**src/pkg/phy_dsp_diag_pkg.sv**
```systemverilog
// Package of register offsets, reset values, field positions and
// encodings for the receive DSP and cable diagnostic register bank.
// Assumes a 16-bit register port with a 9-bit word address.
`default_nettype none
package phy_dsp_diag_pkg;
   // ----------------------------------------------------------------
   // Bus widths
   // ----------------------------------------------------------------
   localparam int ADDR_W = 9;
   localparam int DATA_W = 16;
   localparam int GAIN_W = 4;
   localparam int MSE_W = 15;
   localparam int SUM_W = 8;
   localparam int AVG_W = 7;

   // ----------------------------------------------------------------
   // Plain storage registers, by index
   // ----------------------------------------------------------------
   localparam int NUM_STORE = 11;
   localparam int IDX_DSP3 = 0;
   localparam int IDX_DFE = 1;
   localparam int IDX_AGC = 2;
   localparam int IDX_RECOV = 3;
   localparam int IDX_TLOOP = 4;
   localparam int IDX_LINKUP = 5;
   localparam int IDX_TIMERS = 6;
   localparam int IDX_GLIM = 7;
   localparam int IDX_RETRAIN = 8;
   localparam int IDX_REFL = 9;
   localparam int IDX_PULSE = 10;

   localparam logic [ADDR_W-1:0] STORE_OFFSET [NUM_STORE] = '{
      9'h111, 9'h114, 9'h116, 9'h121, 9'h122, 9'h123,
      9'h126, 9'h129, 9'h130, 9'h170, 9'h171};
   localparam logic [DATA_W-1:0] STORE_RESET [NUM_STORE] = '{
      16'h6003, 16'h400A, 16'h014A, 16'h199A, 16'h1027, 16'h051C,
      16'h461B, 16'h000F, 16'h0001, 16'h0E52, 16'hC85C};
   localparam logic [DATA_W-1:0] STORE_WMASK [NUM_STORE] = '{
      16'hFFFF, 16'hFFFF, 16'hFFFF, 16'h7FFF, 16'h7FFF, 16'h7FFF,
      16'hFFFF, 16'hFFFF, 16'hFFFF, 16'h7FFF, 16'hFFFF};

   // ----------------------------------------------------------------
   // Special registers
   // ----------------------------------------------------------------
   localparam logic [ADDR_W-1:0] ALT_OFFSET = 9'h155;
   localparam logic [ADDR_W-1:0] INT_STATUS_OFFSET = 9'h1F0;
   localparam logic [ADDR_W-1:0] INT_MASK_OFFSET = 9'h1F1;
   localparam logic [3:0] ALT_LOW_RESET = 4'h1;
   localparam int ALT_START_BIT = 15;
   localparam int ALT_BUSY_BIT = 12;
   localparam int ALT_SUM_LSB = 4;
   localparam int ALT_LOW_MSB = 3;

   // ----------------------------------------------------------------
   // Field positions
   // ----------------------------------------------------------------
   localparam int START_GAIN_LSB = 0;
   localparam int MAX_GAIN_LSB = 4;
   localparam int MIN_GAIN_LSB = 0;
   localparam int RETRAIN_DIS_BIT = 11;
   localparam int CROSS_DIS_BIT = 14;
   localparam int TX_BYPASS_BIT = 13;
   localparam int RX_BYPASS_BIT = 12;
   localparam int AVG_LSB = 8;
   localparam int AVG_CODE_W = 3;
   localparam int PULSE_LSB = 0;
   localparam int PULSE_W = 4;
   localparam int TMR_SHIFT_LSB = 12;
   localparam int TMR_SHIFT_W = 3;
   localparam int TMR_TLOOP_LSB = 6;
   localparam int TMR_TLOOP_W = 6;
   localparam int TMR_GAIN_A_LSB = 3;
   localparam int TMR_GAIN_B_LSB = 0;
   localparam int TMR_GAIN_W = 3;

   localparam logic [AVG_CODE_W-1:0] AVG_RESERVED = 3'h7;
   localparam logic [AVG_W-1:0] AVG_ONE = 7'h01;
   localparam logic [AVG_W-1:0] AVG_RESERVED_COUNT = 7'h40;

   // ----------------------------------------------------------------
   // Interrupt bits
   // ----------------------------------------------------------------
   localparam int NUM_IRQ = 3;
   localparam int IRQ_ALT_DONE = 0;
   localparam int IRQ_REFL_DONE = 1;
   localparam int IRQ_RECOVERY = 2;
endpackage
`default_nettype wire

```
**src/rtl/gain_index_clamp.sv**
```systemverilog
// Gain index selector that clamps the training gain, checking the maximum limit before the minimum.
// Assumes limits and requests are synchronous to clock.
`default_nettype none
module gain_index_clamp
   import phy_dsp_diag_pkg::*;
(
   // Clock and reset
   input wire logic clock,
   input wire logic rstn,
   // Limits and requests
   input wire logic [GAIN_W-1:0] start_index,
   input wire logic [GAIN_W-1:0] max_index,
   input wire logic [GAIN_W-1:0] min_index,
   input wire logic [GAIN_W-1:0] req_index,
   input wire logic training_start,
   // Selected gain index
   output logic [GAIN_W-1:0] gain_index
);
   logic [GAIN_W-1:0] gain_index_reg;
   logic [GAIN_W-1:0] raw_index;
   logic [GAIN_W-1:0] gain_index_next;

   // ----------------------------------------------------------------
   // Selection
   // ----------------------------------------------------------------
   assign raw_index = training_start ? start_index : req_index;
   assign gain_index_next = (raw_index > max_index) ? max_index :
                            (raw_index < min_index) ? min_index :
                            raw_index;

   always_ff @(posedge clock) begin
      if (!rstn) begin
         gain_index_reg <= '0;
      end else begin
         gain_index_reg <= gain_index_next;
      end
   end

   assign gain_index = gain_index_reg;
endmodule
`default_nettype wire

```
**src/rtl/mse_threshold_compare.sv**
```systemverilog
// Mean-square error comparator for the 100M receive DSP.
// Assumes the error sample is synchronous to clock.
`default_nettype none
module mse_threshold_compare
   import phy_dsp_diag_pkg::*;
(
   // Clock and reset
   input wire logic clock,
   input wire logic rstn,
   // Error and thresholds
   input wire logic speed_100,
   input wire logic [MSE_W-1:0] mse_value,
   input wire logic [MSE_W-1:0] bad_threshold,
   input wire logic [MSE_W-1:0] good1_threshold,
   input wire logic [MSE_W-1:0] good2_threshold,
   // Decisions
   output logic recovery_enter,
   output logic timing_converged,
   output logic linkup_ok
);
   logic recovery_reg;
   logic converged_reg;
   logic linkup_reg;

   always_ff @(posedge clock) begin
      if (!rstn) begin
         recovery_reg <= 1'b0;
         converged_reg <= 1'b0;
         linkup_reg <= 1'b0;
      end else begin
         recovery_reg <= speed_100 && (mse_value > bad_threshold);
         converged_reg <= speed_100 && (mse_value < good1_threshold);
         linkup_reg <= speed_100 && (mse_value < good2_threshold);
      end
   end

   assign recovery_enter = recovery_reg;
   assign timing_converged = converged_reg;
   assign linkup_ok = linkup_reg;
endmodule
`default_nettype wire

```
**src/rtl/phy_dsp_cable_diag_regs.sv**
```systemverilog
// Register bank for the 100M receive DSP and the cable diagnostic engine.
// Assumes a one-cycle register port synchronous to clock and engines that
// report completion with one-cycle pulses.
//
// Functional notes
// - Writing one to start bit launches the active-link test; bit self-clears.
// - Status bit reads one while the active-link test runs, zero when done.
// - Cross-disable zero makes reflectometry also watch the other pair.
// - Transmit-pair bypass one skips reflectometry on the transmit pair.
// - Receive-pair bypass one skips reflectometry on the receive pair.
// - Averaging code n gives two to the n cycles; code seven reserved.
// - Pulse field sets expected self-reflection level, default 1100.
// - Retrain disable one blocks receive gain retraining.
// - Gain training selects above the maximum field only when the minimum field exceeds it.
// - Gain training selects below the minimum field only when that field exceeds the maximum.
// - Gain training starts from the starting gain index field.
// - Error above bad threshold moves the 100M DSP into recovery.
// - Timing loop convergence judged against the first good threshold.
// - Link-up permission judged against the second good threshold.
// - Four timer fields govern state shift, timing loop and gain loop.
//
// Our own choice: strobed register access.
`default_nettype none
module phy_dsp_cable_diag_regs
   import phy_dsp_diag_pkg::*;
(
   // Clock and reset
   input wire logic clock,
   input wire logic rstn,
   // Register port
   input wire logic [ADDR_W-1:0] addr,
   input wire logic [DATA_W-1:0] wdata,
   input wire logic wr,
   input wire logic rd,
   output logic [DATA_W-1:0] rdata,
   // Interrupt
   output logic irq,
   // Gain training
   input wire logic [GAIN_W-1:0] gain_req_index,
   input wire logic gain_training_start,
   input wire logic gain_retrain_req,
   output logic [GAIN_W-1:0] gain_index,
   output logic gain_retrain_allow,
   // Error monitor
   input wire logic speed_100,
   input wire logic [MSE_W-1:0] mse_value,
   output logic recovery_enter,
   output logic timing_converged,
   output logic linkup_ok,
   // Training timers
   output logic [TMR_SHIFT_W-1:0] timer_state_shift,
   output logic [TMR_TLOOP_W-1:0] timer_timing_loop,
   output logic [TMR_GAIN_W-1:0] timer_gain_a,
   output logic [TMR_GAIN_W-1:0] timer_gain_b,
   // Active-link cable test
   output logic active_link_cable_test_start,
   input wire logic active_link_test_done,
   input wire logic [SUM_W-1:0] active_link_test_sum,
   // Reflectometry
   output logic reflect_cross_enable,
   output logic reflect_run_transmit_pair,
   output logic reflect_run_receive_pair,
   output logic [AVG_W-1:0] reflect_average_count,
   output logic [PULSE_W-1:0] reflect_pulse_level,
   input wire logic reflect_done
);
   // ----------------------------------------------------------------
   // Decode
   // ----------------------------------------------------------------
   function automatic logic [NUM_STORE-1:0] store_hit(input logic [ADDR_W-1:0] a);
      logic [NUM_STORE-1:0] hit;
      hit = '0;
      for (int k = 0; k < NUM_STORE; k++) begin
         hit[k] = (a == STORE_OFFSET[k]);
      end
      return hit;
   endfunction

   logic [DATA_W-1:0] store_reg [NUM_STORE];
   logic [NUM_STORE-1:0] wr_sel;
   logic [NUM_STORE-1:0] rd_sel;
   logic wr_alt;
   logic wr_int_status;
   logic wr_int_mask;
   logic rd_alt;
   logic rd_int_status;
   logic rd_int_mask;

   assign wr_sel = wr ? store_hit(addr) : '0;
   assign rd_sel = store_hit(addr);
   assign wr_alt = wr && (addr == ALT_OFFSET);
   assign wr_int_status = wr && (addr == INT_STATUS_OFFSET);
   assign wr_int_mask = wr && (addr == INT_MASK_OFFSET);
   assign rd_alt = (addr == ALT_OFFSET);
   assign rd_int_status = (addr == INT_STATUS_OFFSET);
   assign rd_int_mask = (addr == INT_MASK_OFFSET);

   // ----------------------------------------------------------------
   // Storage registers
   // ----------------------------------------------------------------
   generate
      for (genvar i = 0; i < NUM_STORE; i++) begin : g_store
         always_ff @(posedge clock) begin
            if (!rstn) begin
               store_reg[i] <= STORE_RESET[i];
            end else if (wr_sel[i]) begin
               store_reg[i] <= wdata & STORE_WMASK[i];
            end
         end
      end
   endgenerate

   // ----------------------------------------------------------------
   // Active-link cable test
   // ----------------------------------------------------------------
   logic alt_start_reg;
   logic alt_busy_reg;
   logic alt_busy_next;
   logic [SUM_W-1:0] alt_sum_reg;
   logic [ALT_LOW_MSB:0] alt_low_reg;
   logic alt_launch;

   assign alt_launch = wr_alt && wdata[ALT_START_BIT];
   assign alt_busy_next = alt_launch ? 1'b1 :
                          active_link_test_done ? 1'b0 : alt_busy_reg;

   always_ff @(posedge clock) begin
      if (!rstn) begin
         alt_start_reg <= 1'b0;
         alt_busy_reg <= 1'b0;
         alt_sum_reg <= '0;
         alt_low_reg <= ALT_LOW_RESET;
      end else begin
         alt_start_reg <= alt_launch;
         alt_busy_reg <= alt_busy_next;
         if (active_link_test_done && alt_busy_reg) begin
            alt_sum_reg <= active_link_test_sum;
         end
         if (wr_alt) begin
            alt_low_reg <= wdata[ALT_LOW_MSB:0];
         end
      end
   end

   assign active_link_cable_test_start = alt_start_reg;

   // ----------------------------------------------------------------
   // Interrupts
   // ----------------------------------------------------------------
   logic [NUM_IRQ-1:0] int_status_reg;
   logic [NUM_IRQ-1:0] int_mask_reg;
   logic [NUM_IRQ-1:0] int_event;
   logic [NUM_IRQ-1:0] int_status_next;
   logic recovery_prev_reg;

   assign int_event[IRQ_ALT_DONE] = active_link_test_done && alt_busy_reg;
   assign int_event[IRQ_REFL_DONE] = reflect_done;
   assign int_event[IRQ_RECOVERY] = recovery_enter && !recovery_prev_reg;
   assign int_status_next = int_event |
                            (int_status_reg & ~(wr_int_status ? wdata[NUM_IRQ-1:0] : '0));

   always_ff @(posedge clock) begin
      if (!rstn) begin
         int_status_reg <= '0;
         int_mask_reg <= '0;
         recovery_prev_reg <= 1'b0;
      end else begin
         int_status_reg <= int_status_next;
         recovery_prev_reg <= recovery_enter;
         if (wr_int_mask) begin
            int_mask_reg <= wdata[NUM_IRQ-1:0];
         end
      end
   end

   assign irq = |(int_status_reg & int_mask_reg);

   // ----------------------------------------------------------------
   // Read path
   // ----------------------------------------------------------------
   logic [DATA_W-1:0] rdata_reg;
   logic [DATA_W-1:0] store_rd;
   logic [DATA_W-1:0] alt_rd;
   logic [DATA_W-1:0] rdata_next;

   always_comb begin
      store_rd = '0;
      for (int k = 0; k < NUM_STORE; k++) begin
         if (rd_sel[k]) begin
            store_rd = store_reg[k];
         end
      end
   end

   always_comb begin
      alt_rd = '0;
      alt_rd[ALT_BUSY_BIT] = alt_busy_reg;
      alt_rd[ALT_SUM_LSB +: SUM_W] = alt_sum_reg;
      alt_rd[ALT_LOW_MSB:0] = alt_low_reg;
   end

   assign rdata_next = !rd ? '0 :
                       (|rd_sel) ? store_rd :
                       rd_alt ? alt_rd :
                       rd_int_status ? {{(DATA_W-NUM_IRQ){1'b0}}, int_status_reg} :
                       rd_int_mask ? {{(DATA_W-NUM_IRQ){1'b0}}, int_mask_reg} :
                       '0;

   always_ff @(posedge clock) begin
      if (!rstn) begin
         rdata_reg <= '0;
      end else begin
         rdata_reg <= rdata_next;
      end
   end

   assign rdata = rdata_reg;

   // ----------------------------------------------------------------
   // Gain training
   // ----------------------------------------------------------------
   logic [DATA_W-1:0] glim;
   logic retrain_allow_reg;

   assign glim = store_reg[IDX_GLIM];

   gain_index_clamp u_gain (
      .clock(clock),
      .rstn(rstn),
      .start_index(store_reg[IDX_DSP3][START_GAIN_LSB +: GAIN_W]),
      .max_index(glim[MAX_GAIN_LSB +: GAIN_W]),
      .min_index(glim[MIN_GAIN_LSB +: GAIN_W]),
      .req_index(gain_req_index),
      .training_start(gain_training_start),
      .gain_index(gain_index)
   );

   always_ff @(posedge clock) begin
      if (!rstn) begin
         retrain_allow_reg <= 1'b0;
      end else begin
         retrain_allow_reg <= gain_retrain_req &&
                              !store_reg[IDX_RETRAIN][RETRAIN_DIS_BIT];
      end
   end

   assign gain_retrain_allow = retrain_allow_reg;

   // ----------------------------------------------------------------
   // Error monitor
   // ----------------------------------------------------------------
   mse_threshold_compare u_mse (
      .clock(clock),
      .rstn(rstn),
      .speed_100(speed_100),
      .mse_value(mse_value),
      .bad_threshold(store_reg[IDX_RECOV][MSE_W-1:0]),
      .good1_threshold(store_reg[IDX_TLOOP][MSE_W-1:0]),
      .good2_threshold(store_reg[IDX_LINKUP][MSE_W-1:0]),
      .recovery_enter(recovery_enter),
      .timing_converged(timing_converged),
      .linkup_ok(linkup_ok)
   );

   // ----------------------------------------------------------------
   // Training timers
   // ----------------------------------------------------------------
   logic [DATA_W-1:0] tmr;

   assign tmr = store_reg[IDX_TIMERS];
   assign timer_state_shift = tmr[TMR_SHIFT_LSB +: TMR_SHIFT_W];
   assign timer_timing_loop = tmr[TMR_TLOOP_LSB +: TMR_TLOOP_W];
   assign timer_gain_a = tmr[TMR_GAIN_A_LSB +: TMR_GAIN_W];
   assign timer_gain_b = tmr[TMR_GAIN_B_LSB +: TMR_GAIN_W];

   // ----------------------------------------------------------------
   // Reflectometry settings
   // ----------------------------------------------------------------
   logic [DATA_W-1:0] refl;
   logic [AVG_CODE_W-1:0] avg_code;

   assign refl = store_reg[IDX_REFL];
   assign avg_code = refl[AVG_LSB +: AVG_CODE_W];
   assign reflect_cross_enable = !refl[CROSS_DIS_BIT];
   assign reflect_run_transmit_pair = !refl[TX_BYPASS_BIT];
   assign reflect_run_receive_pair = !refl[RX_BYPASS_BIT];
   assign reflect_average_count = (avg_code == AVG_RESERVED) ? AVG_RESERVED_COUNT :
                                  (AVG_ONE << avg_code);
   assign reflect_pulse_level = store_reg[IDX_PULSE][PULSE_LSB +: PULSE_W];
endmodule
`default_nettype wire

```
**config.mk**
```make
export PLATFORM = sky130hd
export DESIGN_NAME = phy_dsp_cable_diag_regs
export DESIGN_NICKNAME = d
export VERILOG_FILES = /design/src/pkg/phy_dsp_diag_pkg.sv /design/src/rtl/gain_index_clamp.sv /design/src/rtl/mse_threshold_compare.sv /design/src/rtl/phy_dsp_cable_diag_regs.sv
export SDC_FILE = /design/constraint.sdc
export NUM_CORES = 1
export LEC_CHECK = 0
export ABC_AREA = 1
export BUFFER_PORTS_ARGS = -buffer_cell sky130_fd_sc_hd__buf_2
export CAP_MARGIN = 20
export CORE_UTILIZATION = 41
export CTS_BUF_LIST = sky130_fd_sc_hd__clkbuf_2 sky130_fd_sc_hd__clkbuf_4 sky130_fd_sc_hd__clkbuf_8
export DETAILED_ROUTE_END_ITERATION = 7
export MAX_ROUTING_LAYER = met4
export SLEW_MARGIN = 25
export SYNTH_ARGS = -nofsm -noshare
export SYNTH_HDL_FRONTEND = slang
export SYNTH_HIERARCHICAL = 1
export SYNTH_SLANG_ARGS = --single-unit
```
**constraint.sdc**
```tcl
create_clock -name clock -period 3.4 [get_ports clock]
set_clock_uncertainty 0.15 [all_clocks]
set_input_delay 0.51 -clock clock [delete_from_list [all_inputs] [get_ports clock]]
set_output_delay 0.51 -clock clock [all_outputs]
set_load 0.01 [all_outputs]
```
==> flow_metrics.env, run 1 <==
export IMPL_drv_slew=0
export IMPL_antenna_found_initial=0
export IMPL_nFillCells=2634
export IMPL_worstMarginPinSlew_ps=948
export IMPL_numCtsBuffers=41
export IMPL_clkPwrFrac=0.424
export IMPL_setup_viol=0
export IMPL_clockBufferDepth=3
export IMPL_relSlewSlack=0.367
export IMPL_avgRoutedWirePerCell_microns=18.8
export IMPL_avgViaCountPerCell=5.24
export IMPL_h_tree_depth=2
export IMPL_grtUsageTotal=0.253
export IMPL_yosysUniqueCellTypes=44
export IMPL_synth_edff_count=172
export IMPL_finalCriticalPeriod_ps=2250
export IMPL_dp_hpwl_microns=25000
export IMPL_nets=1535
export IMPL_rows=60
export IMPL_place_ws_ps=649
export IMPL_ys_async_sr_fraction=0
export IMPL_setup_tns_final_ps=0
export IMPL_rsz0062_at_grt="no"
export IMPL_period_share=0.661
export IMPL_grt_pass1_vias=9287
export IMPL_synth_seq_cells=217
export IMPL_end_kind="register"
export IMPL_insertion_delay_ps=560
export IMPL_drtPass1Iterations=5
export IMPL_setup_ws_ps=1150
export IMPL_p_int_mw=4.57
export IMPL_path_clk_slew_ps=60
export IMPL_crit_type="in2reg"
export IMPL_max_cap_violations=0
export IMPL_ant_nets=0
export IMPL_cellPowerDensity_nw_per_um2=470
export IMPL_netSwitchingFraction=0.257
export IMPL_cp_arrival_ps=2320
export IMPL_power_switching_mw=1.58
export IMPL_finalPower_mw=6.15
export IMPL_syn_area_sq_um=11400
export IMPL_grt_ovfl_total=0
export IMPL_drive_above_1_share=0.190
export IMPL_port_buffers=115
export IMPL_clock_fmax_ghz=0.445
export IMPL_cts_root_buf="clkbuf_8"
export IMPL_ys_flop_type="edfxtp_1"
export IMPL_cts_resized=0
export IMPL_post_cts_setup_buffers=0
export IMPL_cts_sinks=217
export IMPL_place_gp_congestion=0.908
export IMPL_grt_pass1_wl_microns=52500
export IMPL_postCtsHoldBufs=0
export IMPL_largest_reg_flops=172
export IMPL_yosys_warnings=6
export IMPL_p_comb_frac=0.081
export IMPL_ys_seq_area_frac=0.534
export IMPL_seqPwrFrac=0.495
export IMPL_reg2reg_slack_ps=1300
export IMPL_grt_max_degree=38
export IMPL_initial_core_util=0.420
export IMPL_vias=9411
export IMPL_wl_microns=33700
export IMPL_die_h_microns=168
export IMPL_drc=0
export IMPL_cts_tree="built"
export IMPL_coreArea_sq_um=27000
export IMPL_syn2layout_area_growth_pct=15.3
export IMPL_netlist_instances=1299
export IMPL_ioPinCount=116
export IMPL_die_w_microns=168
export IMPL_cp_start_kind="input pin"
export IMPL_final_common_cell="nand2_1"
export IMPL_syn_area_per_cell_sq_um=8.74
export IMPL_critPathRequiredTime_ps=3470
export IMPL_drt_iter0_markers=911
export IMPL_synthesis_nets=1410
export IMPL_hold_viol=0
export IMPL_cp_max_fo=16
export IMPL_whs_ps=39.7
export IMPL_outcome="finished, final reports clean"
export IMPL_leakagePower_nw=5.90
export IMPL_die_area_sq_um=28400
export IMPL_antennaDiodeCount=0
export IMPL_final_cell_mix="nand2_1, nor2_1, edfxtp_1"
export IMPL_peakVddDrop_mv=0.192
export IMPL_hold_path_class="in2reg"
[through the flow]
step	util	area, sq um	std cells
floorplan	-	11400	1299
global placement	0.453	12300	1722
detailed placement	0.453	12300	1722
CTS	0.484	13100	1797
global route	0.484	13100	1797
finish	0.484	13100	1797
[layer usage]
metal	up-vias	global-route usage	share of wire
met1	4431	0.340	0.44
met2	402	0.388	0.45
met3	77	0.0378	0.074
li1	4501	-	-
met4	0	0.0941	0.031
met5	-	-	0
[worst max-delay path, cell delays in order]
cell,delay (ps)
buf_2,110
nor2_1,190
inv_2,90
nor2_4,350
nand3_2,150
nor2_4,300
inv_2,70
nor2_1,120
inv_2,60
o21ai_1,110
buf_4,250
[final timing paths]
kind / from / end / depth (start not counted)
setup / recovery: addr[7] / store_reg[2][0] / 11
hold / removal: gain_retrain_req / gain_retrain_allow / 3
setup reg to reg: store_reg[0][1] / u_gain/gain_index[1] / 9
hold reg to reg: recovery_prev_reg / int_status_reg[2] / 1
[area by class of cell]
cell class | count | area, sq um | share of cell area
tap | 341 | 427 | 0.0326
clock inverter | 24 | 179 | 0.0137
multi-input combinational | 853 | 4310 | 0.330
inverter | 165 | 638 | 0.0488
timing repair buffer | 146 | 808 | 0.0618
clock buffer | 51 | 658 | 0.0503
sequential | 217 | 6070 | 0.463
[synthesized netlist by cell type, drive strengths merged, types with 2 or more instances]
cell type | n | area share
inv | 163 | 0.056
a21oi | 42 | 0.019
nor4 | 3 | 0.0030
a31oi | 6 | 0.0033
o211ai | 2 | 0.0013
clkinv | 2 | 0.00066
nand3 | 45 | 0.020
nand4 | 43 | 0.024
nor3 | 22 | 0.016
edfxtp | 172 | 0.45
a221oi | 3 | 0.0023
dfxtp | 45 | 0.079
or2 | 17 | 0.0094
a21o | 2 | 0.0013
clkbuf | 29 | 0.0096
o21bai | 2 | 0.0013
nor2 | 221 | 0.078
ha | 50 | 0.055
nand2 | 322 | 0.11
o21a | 3 | 0.0020
buf | 35 | 0.020
o21ai | 62 | 0.027
o22ai | 5 | 0.0028
[power by group through the flow]
stage	clock (mW)	combinational, mW	sequential, mW
final	2.61	0.498	3.05
after global routing	2.77	0.562	3.06
after CTS	2.64	0.498	3.05
after detailed placement	0	0.495	3.10
after global placement	0	0.484	3.10
after floorplan	0	0.314	3.07
[kinds of logic after synthesis]
logic type,Yosys count,share of synthesized area
DFF,217,0.534
buffers and inverters,229,0.0857
AOI/OAI and AO/OA,129,0.0619
adders and majority gates,50,0.0551
and+or+nand+nor,674,0.263
(Power assumes the default switching activity.)
==> inputs of run 2 (changes only) <==
--- a/config.mk
+++ b/config.mk
@@ -5,7 +5,7 @@
 export SDC_FILE = /design/constraint.sdc
 export NUM_CORES = 1
 export LEC_CHECK = 0
-export ABC_AREA = 1
+export ABC_AREA = 0
 export BUFFER_PORTS_ARGS = -buffer_cell sky130_fd_sc_hd__buf_2
 export CAP_MARGIN = 20
 export CORE_UTILIZATION = 41
==> constraint.sdc (replaced) <==
create_clock -name clock -period 1.9 [get_ports clock]
set_clock_uncertainty 0.15 [all_clocks]
set_input_delay 0.285 -clock clock [delete_from_list [all_inputs] [get_ports clock]]
set_output_delay 0.285 -clock clock [all_outputs]
set_load 0.01 [all_outputs]
==> run 2 against run 1 <==
Against the previous run:
- the run now ends with setup timing left
- final cell count decreased by 0.89%
- synthesized cell count decreased by 14%
- register-to-register slack got worse by 1300 ps
- highest routed layer unchanged
==> flow_metrics.env, run 2 <==
export IMPL_synth_seq_cells=217
export IMPL_cts_tree="built"
export IMPL_path_cells="inv_1 -> ha_1 -> and3_4 -> a221o_1 -> a221oi_2 -> a211oi_2"
export IMPL_die_h_microns=171
export IMPL_cts_sinks=217
export IMPL_worstMarginPinSlew_ps=898
export IMPL_fin_cells=1781
export IMPL_numCtsBuffers=39
export IMPL_syn_area_per_cell_sq_um=10.4
export IMPL_die_area_sq_um=29100
export IMPL_dp_hpwl_microns=27000
export IMPL_grt_pass1_vias=9578
export IMPL_slowest_stage="edfxtp_1"
export IMPL_cp_arrival_ps=2200
export IMPL_initial_core_util=0.419
export IMPL_crit_type="reg2reg"
export IMPL_netlist_instances=1119
export IMPL_h_tree_depth=2
export IMPL_clock_fmax_ghz=0.516
export IMPL_leakagePower_nw=6.09
export IMPL_drv_slew=0
export IMPL_path_clk_slew_ps=60
export IMPL_drtPass1Iterations=5
export IMPL_avgViaCountPerCell=5.48
export IMPL_dp_cells=1678
export IMPL_yosysTopAreaCell="edfxtp_1"
export IMPL_cts_root_buf="clkbuf_8"
export IMPL_utilization=0.548
export IMPL_ant_nets=0
export IMPL_insertion_delay_ps=550
export IMPL_setup_viol=5
export IMPL_rows=61
export IMPL_ys_seq_area_frac=0.520
export IMPL_cp_start_kind="register"
export IMPL_synth_common_cells="edfxtp_1, and2_1, a21oi_1"
export IMPL_relSlewSlack=0.399
export IMPL_min_from="wdata[1]"
export IMPL_final_cell_mix="edfxtp_1, buf_4, and2_1"
export IMPL_port_buffers=115
export IMPL_outcome="finished, violations left"
export IMPL_synth_most_common_cell="edfxtp_1"
export IMPL_end_kind="register"
export IMPL_wl_microns=37000
export IMPL_hold_path_class="in2reg"
export IMPL_final_common_cell="edfxtp_1"
export IMPL_hold_viol=0
export IMPL_whs_ps=19.4
export IMPL_slowest_delay_ps=400
export IMPL_grt_max_degree=24
export IMPL_critPathRequiredTime_ps=2160
export IMPL_yosysUniqueCellTypes=74
export IMPL_cp_max_fo=2
export IMPL_die_w_microns=171
export IMPL_synth_edff_count=172
export IMPL_grtUsageTotal=0.264
export IMPL_syn2layout_area_growth_pct=30.9
export IMPL_stdcell_area_sq_um=15300
export IMPL_period_share=1.02
export IMPL_yosys_warnings=6
export IMPL_coreArea_sq_um=27900
export IMPL_grt_pass1_wl_microns=55800
export IMPL_synth_area_leaders="edfxtp_1, dfxtp_1, and2_1"
export IMPL_ioPinCount=116
export IMPL_finalCriticalPeriod_ps=1940
export IMPL_grt_ovfl_total=0
export IMPL_ys_async_sr_fraction=0
export IMPL_peakVddDrop_mv=0.441
export IMPL_synth_top_cell_area_share=0.443
export IMPL_synthesis_nets=1230
export IMPL_drc=0
export IMPL_drt_iter0_markers=830
export IMPL_rr_startpoint="store_reg[1][24]"
export IMPL_postPlaceCellArea_sq_um=14000
export IMPL_ys_flop_type="edfxtp_1"
export IMPL_largest_reg_flops=172
export IMPL_violations="setup timing"
export IMPL_rsz0062_at_grt="yes"
export IMPL_place_gp_congestion=0.948
export IMPL_syn_area_sq_um=11700
export IMPL_nets=1484
export IMPL_avgRoutedWirePerCell_microns=20.8
export IMPL_cellPowerDensity_nw_per_um2=731
export IMPL_antenna_found_initial=1
export IMPL_critPathLaunch="store_reg[1][24]"
export IMPL_max_cap_violations=0
export IMPL_finalPower_mw=11.2
export IMPL_drive_above_1_share=0.304
export IMPL_vias=9752
export IMPL_clockBufferDepth=3
export IMPL_setup_ws_ps=-39.2
-- run 2: final cells by class --
type,instances,area (sq um)
Inverter,58,218
Clock buffer,62,734
Antenna cell,1,2.50
Fill cell,2407,12600
Tap cell,378,473
Timing Repair Buffer,314,2480
Sequential cell,217,6070
Clock inverter,8,45.0
Multi-Input combinational cell,743,5250
-- run 2: where the power goes --
part / total, mW / internal (mW) / switching [mW]
clock network: 4.43 / 2.45 / 1.98
registers: 5.44 / 5.33 / 0.113
logic: 1.30 / 0.570 / 0.731
-- run 2: kinds of logic after synthesis --
| group | share of synthesized area |
|---|---|
| AND/OR/NAND/NOR | 0.193 |
| AO/OA/AOI/OAI | 0.153 |
| flip-flops | 0.520 |
| buffers and inverters | 0.0590 |
| adder cells (fa/ha/maj) | 0.0536 |
| multiplexers | 0.0210 |
| XOR/XNOR | 0.000751 |
-- run 2: worst paths after layout --
kind                           to  slack (ps)  cells after the start
max          u_mse/recovery_enter         -40                      6
min                alt_low_reg[1]          20                      3
max reg2reg  u_mse/recovery_enter         -40                      6
min reg2reg        alt_sum_reg[6]         320                      2
-- run 2: repair_timing --
action | 4_1_cts | 5_1_grt
hold buffers | 21 | 0
endpoints found under the setup margin | 23 | 60
pin swaps | 8 | 8
hold endpoints to repair | 13 | 0
resized for setup | 16 | 19
setup buffers | 3 | 8
-- run 2: worst max-delay path, delay by kind of cell, from the launching register on --
kind	cells	cell delay [ps]
AO/OA/AOI/OAI	3	820
adder cells (fa/ha/maj)	1	220
buffers and inverters	1	80
flip-flops	1	400
AND/OR/NAND/NOR	1	150
-- run 2: layer usage --
metal	up-vias	wire length, microns	global-route usage
met2	355	17500	0.426
met4	0	1020	0.0862
li1	4571	-	-
met3	73	2240	0.0356
met1	4753	16200	0.344
met5	-	0	-
-- run 2: metrics by stage --
| stage | TNS, ps | worst slack (ps) |
|---|---|---|
| 4_1_cts | -215 | -55.7 |
| 3_5_place_dp | -133670 | -635 |
| 5_1_grt | -662 | -129 |
| 6_report | -156 | -39.2 |
| 2_1_floorplan | -64450 | -589 |
| 3_3_place_gp | -124690 | -606 |
==> inputs of run 3 (changes only) <==
--- a/config.mk
+++ b/config.mk
@@ -6,11 +6,11 @@
 export NUM_CORES = 1
 export LEC_CHECK = 0
 export ABC_AREA = 0
-export BUFFER_PORTS_ARGS = -buffer_cell sky130_fd_sc_hd__buf_2
 export CAP_MARGIN = 20
 export CORE_UTILIZATION = 41
 export CTS_BUF_LIST = sky130_fd_sc_hd__clkbuf_2 sky130_fd_sc_hd__clkbuf_4 sky130_fd_sc_hd__clkbuf_8
 export DETAILED_ROUTE_END_ITERATION = 7
+export DONT_BUFFER_PORTS = 1
 export MAX_ROUTING_LAYER = met4
 export SLEW_MARGIN = 25
 export SYNTH_ARGS = -nofsm -noshare
==> run 3 against run 2 <==
Against the previous run:
- the run still ends with setup timing left
- final cell count decreased by 6.3%
- wire length rose by 2.7%
- critical path depth is the same
- register-to-register slack barely moved
- sequential share of layout area is 1.6 points higher
- die area unchanged
- core utilization decreased by 2.2 points
- power fell by 1.4%
- count of clock-buffer cells in the layout shrank 3
- largest cell class unchanged
==> flow_metrics.env, run 3 (same netlist as run 2, synthesis figures left out) <==
export IMPL_power_switching_mw=2.76
export IMPL_leakagePower_nw=5.55
export IMPL_syn2layout_area_growth_pct=25.8
export IMPL_rr_startpoint="store_reg[1][26]"
export IMPL_cellPowerDensity_nw_per_um2=751
export IMPL_netSwitchingFraction=0.251
export IMPL_grt_max_degree=46
export IMPL_rsz0062_at_grt="yes"
export IMPL_worstMarginPinSlew_ps=854
export IMPL_critPathRequiredTime_ps=2150
export IMPL_port_buffers=0
export IMPL_dp_hpwl_microns=26100
export IMPL_numCtsBuffers=39
export IMPL_die_area_sq_um=29100
export IMPL_avgRoutedWirePerCell_microns=22.8
export IMPL_peakVddDrop_mv=0.360
export IMPL_path_clk_slew_ps=60
export IMPL_initial_core_util=0.419
export IMPL_setup_tns_final_ps=-117
export IMPL_drtPass1Iterations=5
export IMPL_insertion_delay_ps=560
export IMPL_setup_viol=5
export IMPL_rows=61
export IMPL_reg2regPathDepth=6
export IMPL_finalCriticalPeriod_ps=1940
export IMPL_hold_depth=4
export IMPL_die_h_microns=171
export IMPL_largest_reg_flops=172
export IMPL_grtUsageTotal=0.268
export IMPL_finalPower_mw=11.0
export IMPL_period_share=1.02
export IMPL_clkPwrFrac=0.403
export IMPL_die_w_microns=171
export IMPL_utilization=0.527
export IMPL_place_gp_congestion=0.917
export IMPL_antennaDiodeCount=0
export IMPL_seqPwrFrac=0.496
export IMPL_place_ws_ps=-498
export IMPL_min_to="rdata[9]"
export IMPL_cp_start_kind="register"
export IMPL_avgViaCountPerCell=5.62
export IMPL_h_tree_depth=2
export IMPL_clockBufferDepth=3
export IMPL_outcome="finished, violations left"
export IMPL_crit_type="reg2reg"
export IMPL_ioPinCount=116
export IMPL_vias=9382
export IMPL_timing_rr_end="u_mse/recovery_enter"
export IMPL_p_comb_frac=0.101
export IMPL_cts_sinks=217
export IMPL_grt_pass1_wl_microns=55700
export IMPL_cts_tree="built"
export IMPL_reg2reg_slack_ps=-40
export IMPL_setup_ws_ps=-41.7
export IMPL_cp_arrival_ps=2200
export IMPL_final_cell_mix="edfxtp_1, buf_4, and2_1"
export IMPL_drt_iter0_markers=903
export IMPL_antenna_found_initial=0
export IMPL_grt_pass1_vias=9166
export IMPL_ant_nets=0
export IMPL_max_cap_violations=0
export IMPL_hold_path_class="in2reg"
export IMPL_wl_microns=38000
export IMPL_p_int_mw=8.25
export IMPL_min_from="rd"
export IMPL_end_kind="register"
export IMPL_drc=0
export IMPL_cts_root_buf="clkbuf_8"
export IMPL_grt_ovfl_total=0
export IMPL_drive_above_1_share=0.211
export IMPL_clock_fmax_ghz=0.515
export IMPL_postPlaceCellArea_sq_um=13100
export IMPL_cp_max_fo=2
export IMPL_nets=1374
export IMPL_drv_slew=0
export IMPL_violations="setup timing"
export IMPL_final_common_cell="edfxtp_1"
export IMPL_hold_viol=0
export IMPL_stdcell_area_sq_um=14700
export IMPL_coreArea_sq_um=27900
export IMPL_relSlewSlack=0.429
run 3: cell types whose count changed in the layout (fill, tap and decap cells not counted), moves of 2 or more:
cell and delta:
dlygate4sd3_1 +37, clkinvlp_4 -2, a221oi_1 +2, clkbuf_4 -4, buf_12 -11, a221oi_2 -2, buf_4 -20, buf_2 -115
buf_6 -2
run 3: metrics by stage:
step                std cells  hold WS [ps]
floorplan                1119           263
global placement         1534           228
detailed placement       1534           242
CTS                      1668          1.32
global route             1668          34.6
finish                   1668          31.8
run 3: power groups by stage:
stage / combinational [mW] / sequential [mW] / clock [mW]
after floorplan: 0.646 / 5.50 / 0
after global placement: 0.823 / 5.56 / 0
after detailed placement: 0.841 / 5.56 / 0
after CTS: 1.09 / 5.47 / 4.51
after global routing: 1.19 / 5.49 / 4.70
final: 1.11 / 5.47 / 4.44
run 3: worst max path at each step:
stage / start / end / slack (ps) / depth (start not counted)
floorplan: addr[2] / store_reg[4][0] / -590 / 6
global placement: addr[3] / store_reg[4][9] / -480 / 5
detailed placement: addr[3] / store_reg[4][9] / -500 / 5
CTS: store_reg[0][3] / u_gain/gain_index[3] / -40 / 7
global route: store_reg[0][3] / u_gain/gain_index[3] / -90 / 7
finish: store_reg[1][26] / u_mse/recovery_enter / -40 / 6
run 3: per-layer routing:
layer	wire, microns	global-route usage	vias to the layer above
li1	-	-	4359
met1	15900	0.336	4621
met2	18600	0.442	345
met3	2690	0.0465	57
met4	858	0.0764	0
met5	0	-	-
run 3: final cells by class:
class | instances | area [sq um]
fill | 2495 | 13200
sequential | 217 | 6070
multi-input combinational | 743 | 5230
timing repair buffer | 204 | 1910
clock buffer | 59 | 718
tap | 378 | 473
inverter | 58 | 218
clock inverter | 9 | 60.1
run 3: critical path, cell delays in order (launching register included):
cell and delay [ps]:
edfxtp_1 410, inv_2 80, ha_4 190, and3_4 170, a221o_1 340, a221oi_2 310
a211oi_2 140
run 3: what timing repair did:
action | 4_1_cts | 5_1_grt
resized for setup | 20 | 5
pin swaps | 7 | 2
cloned | 0 | 0
buffers inserted | 7 | 0
hold buffers | 59 | 0
hold endpoints to repair | 381 | 0
endpoints found under the setup margin | 8 | 9
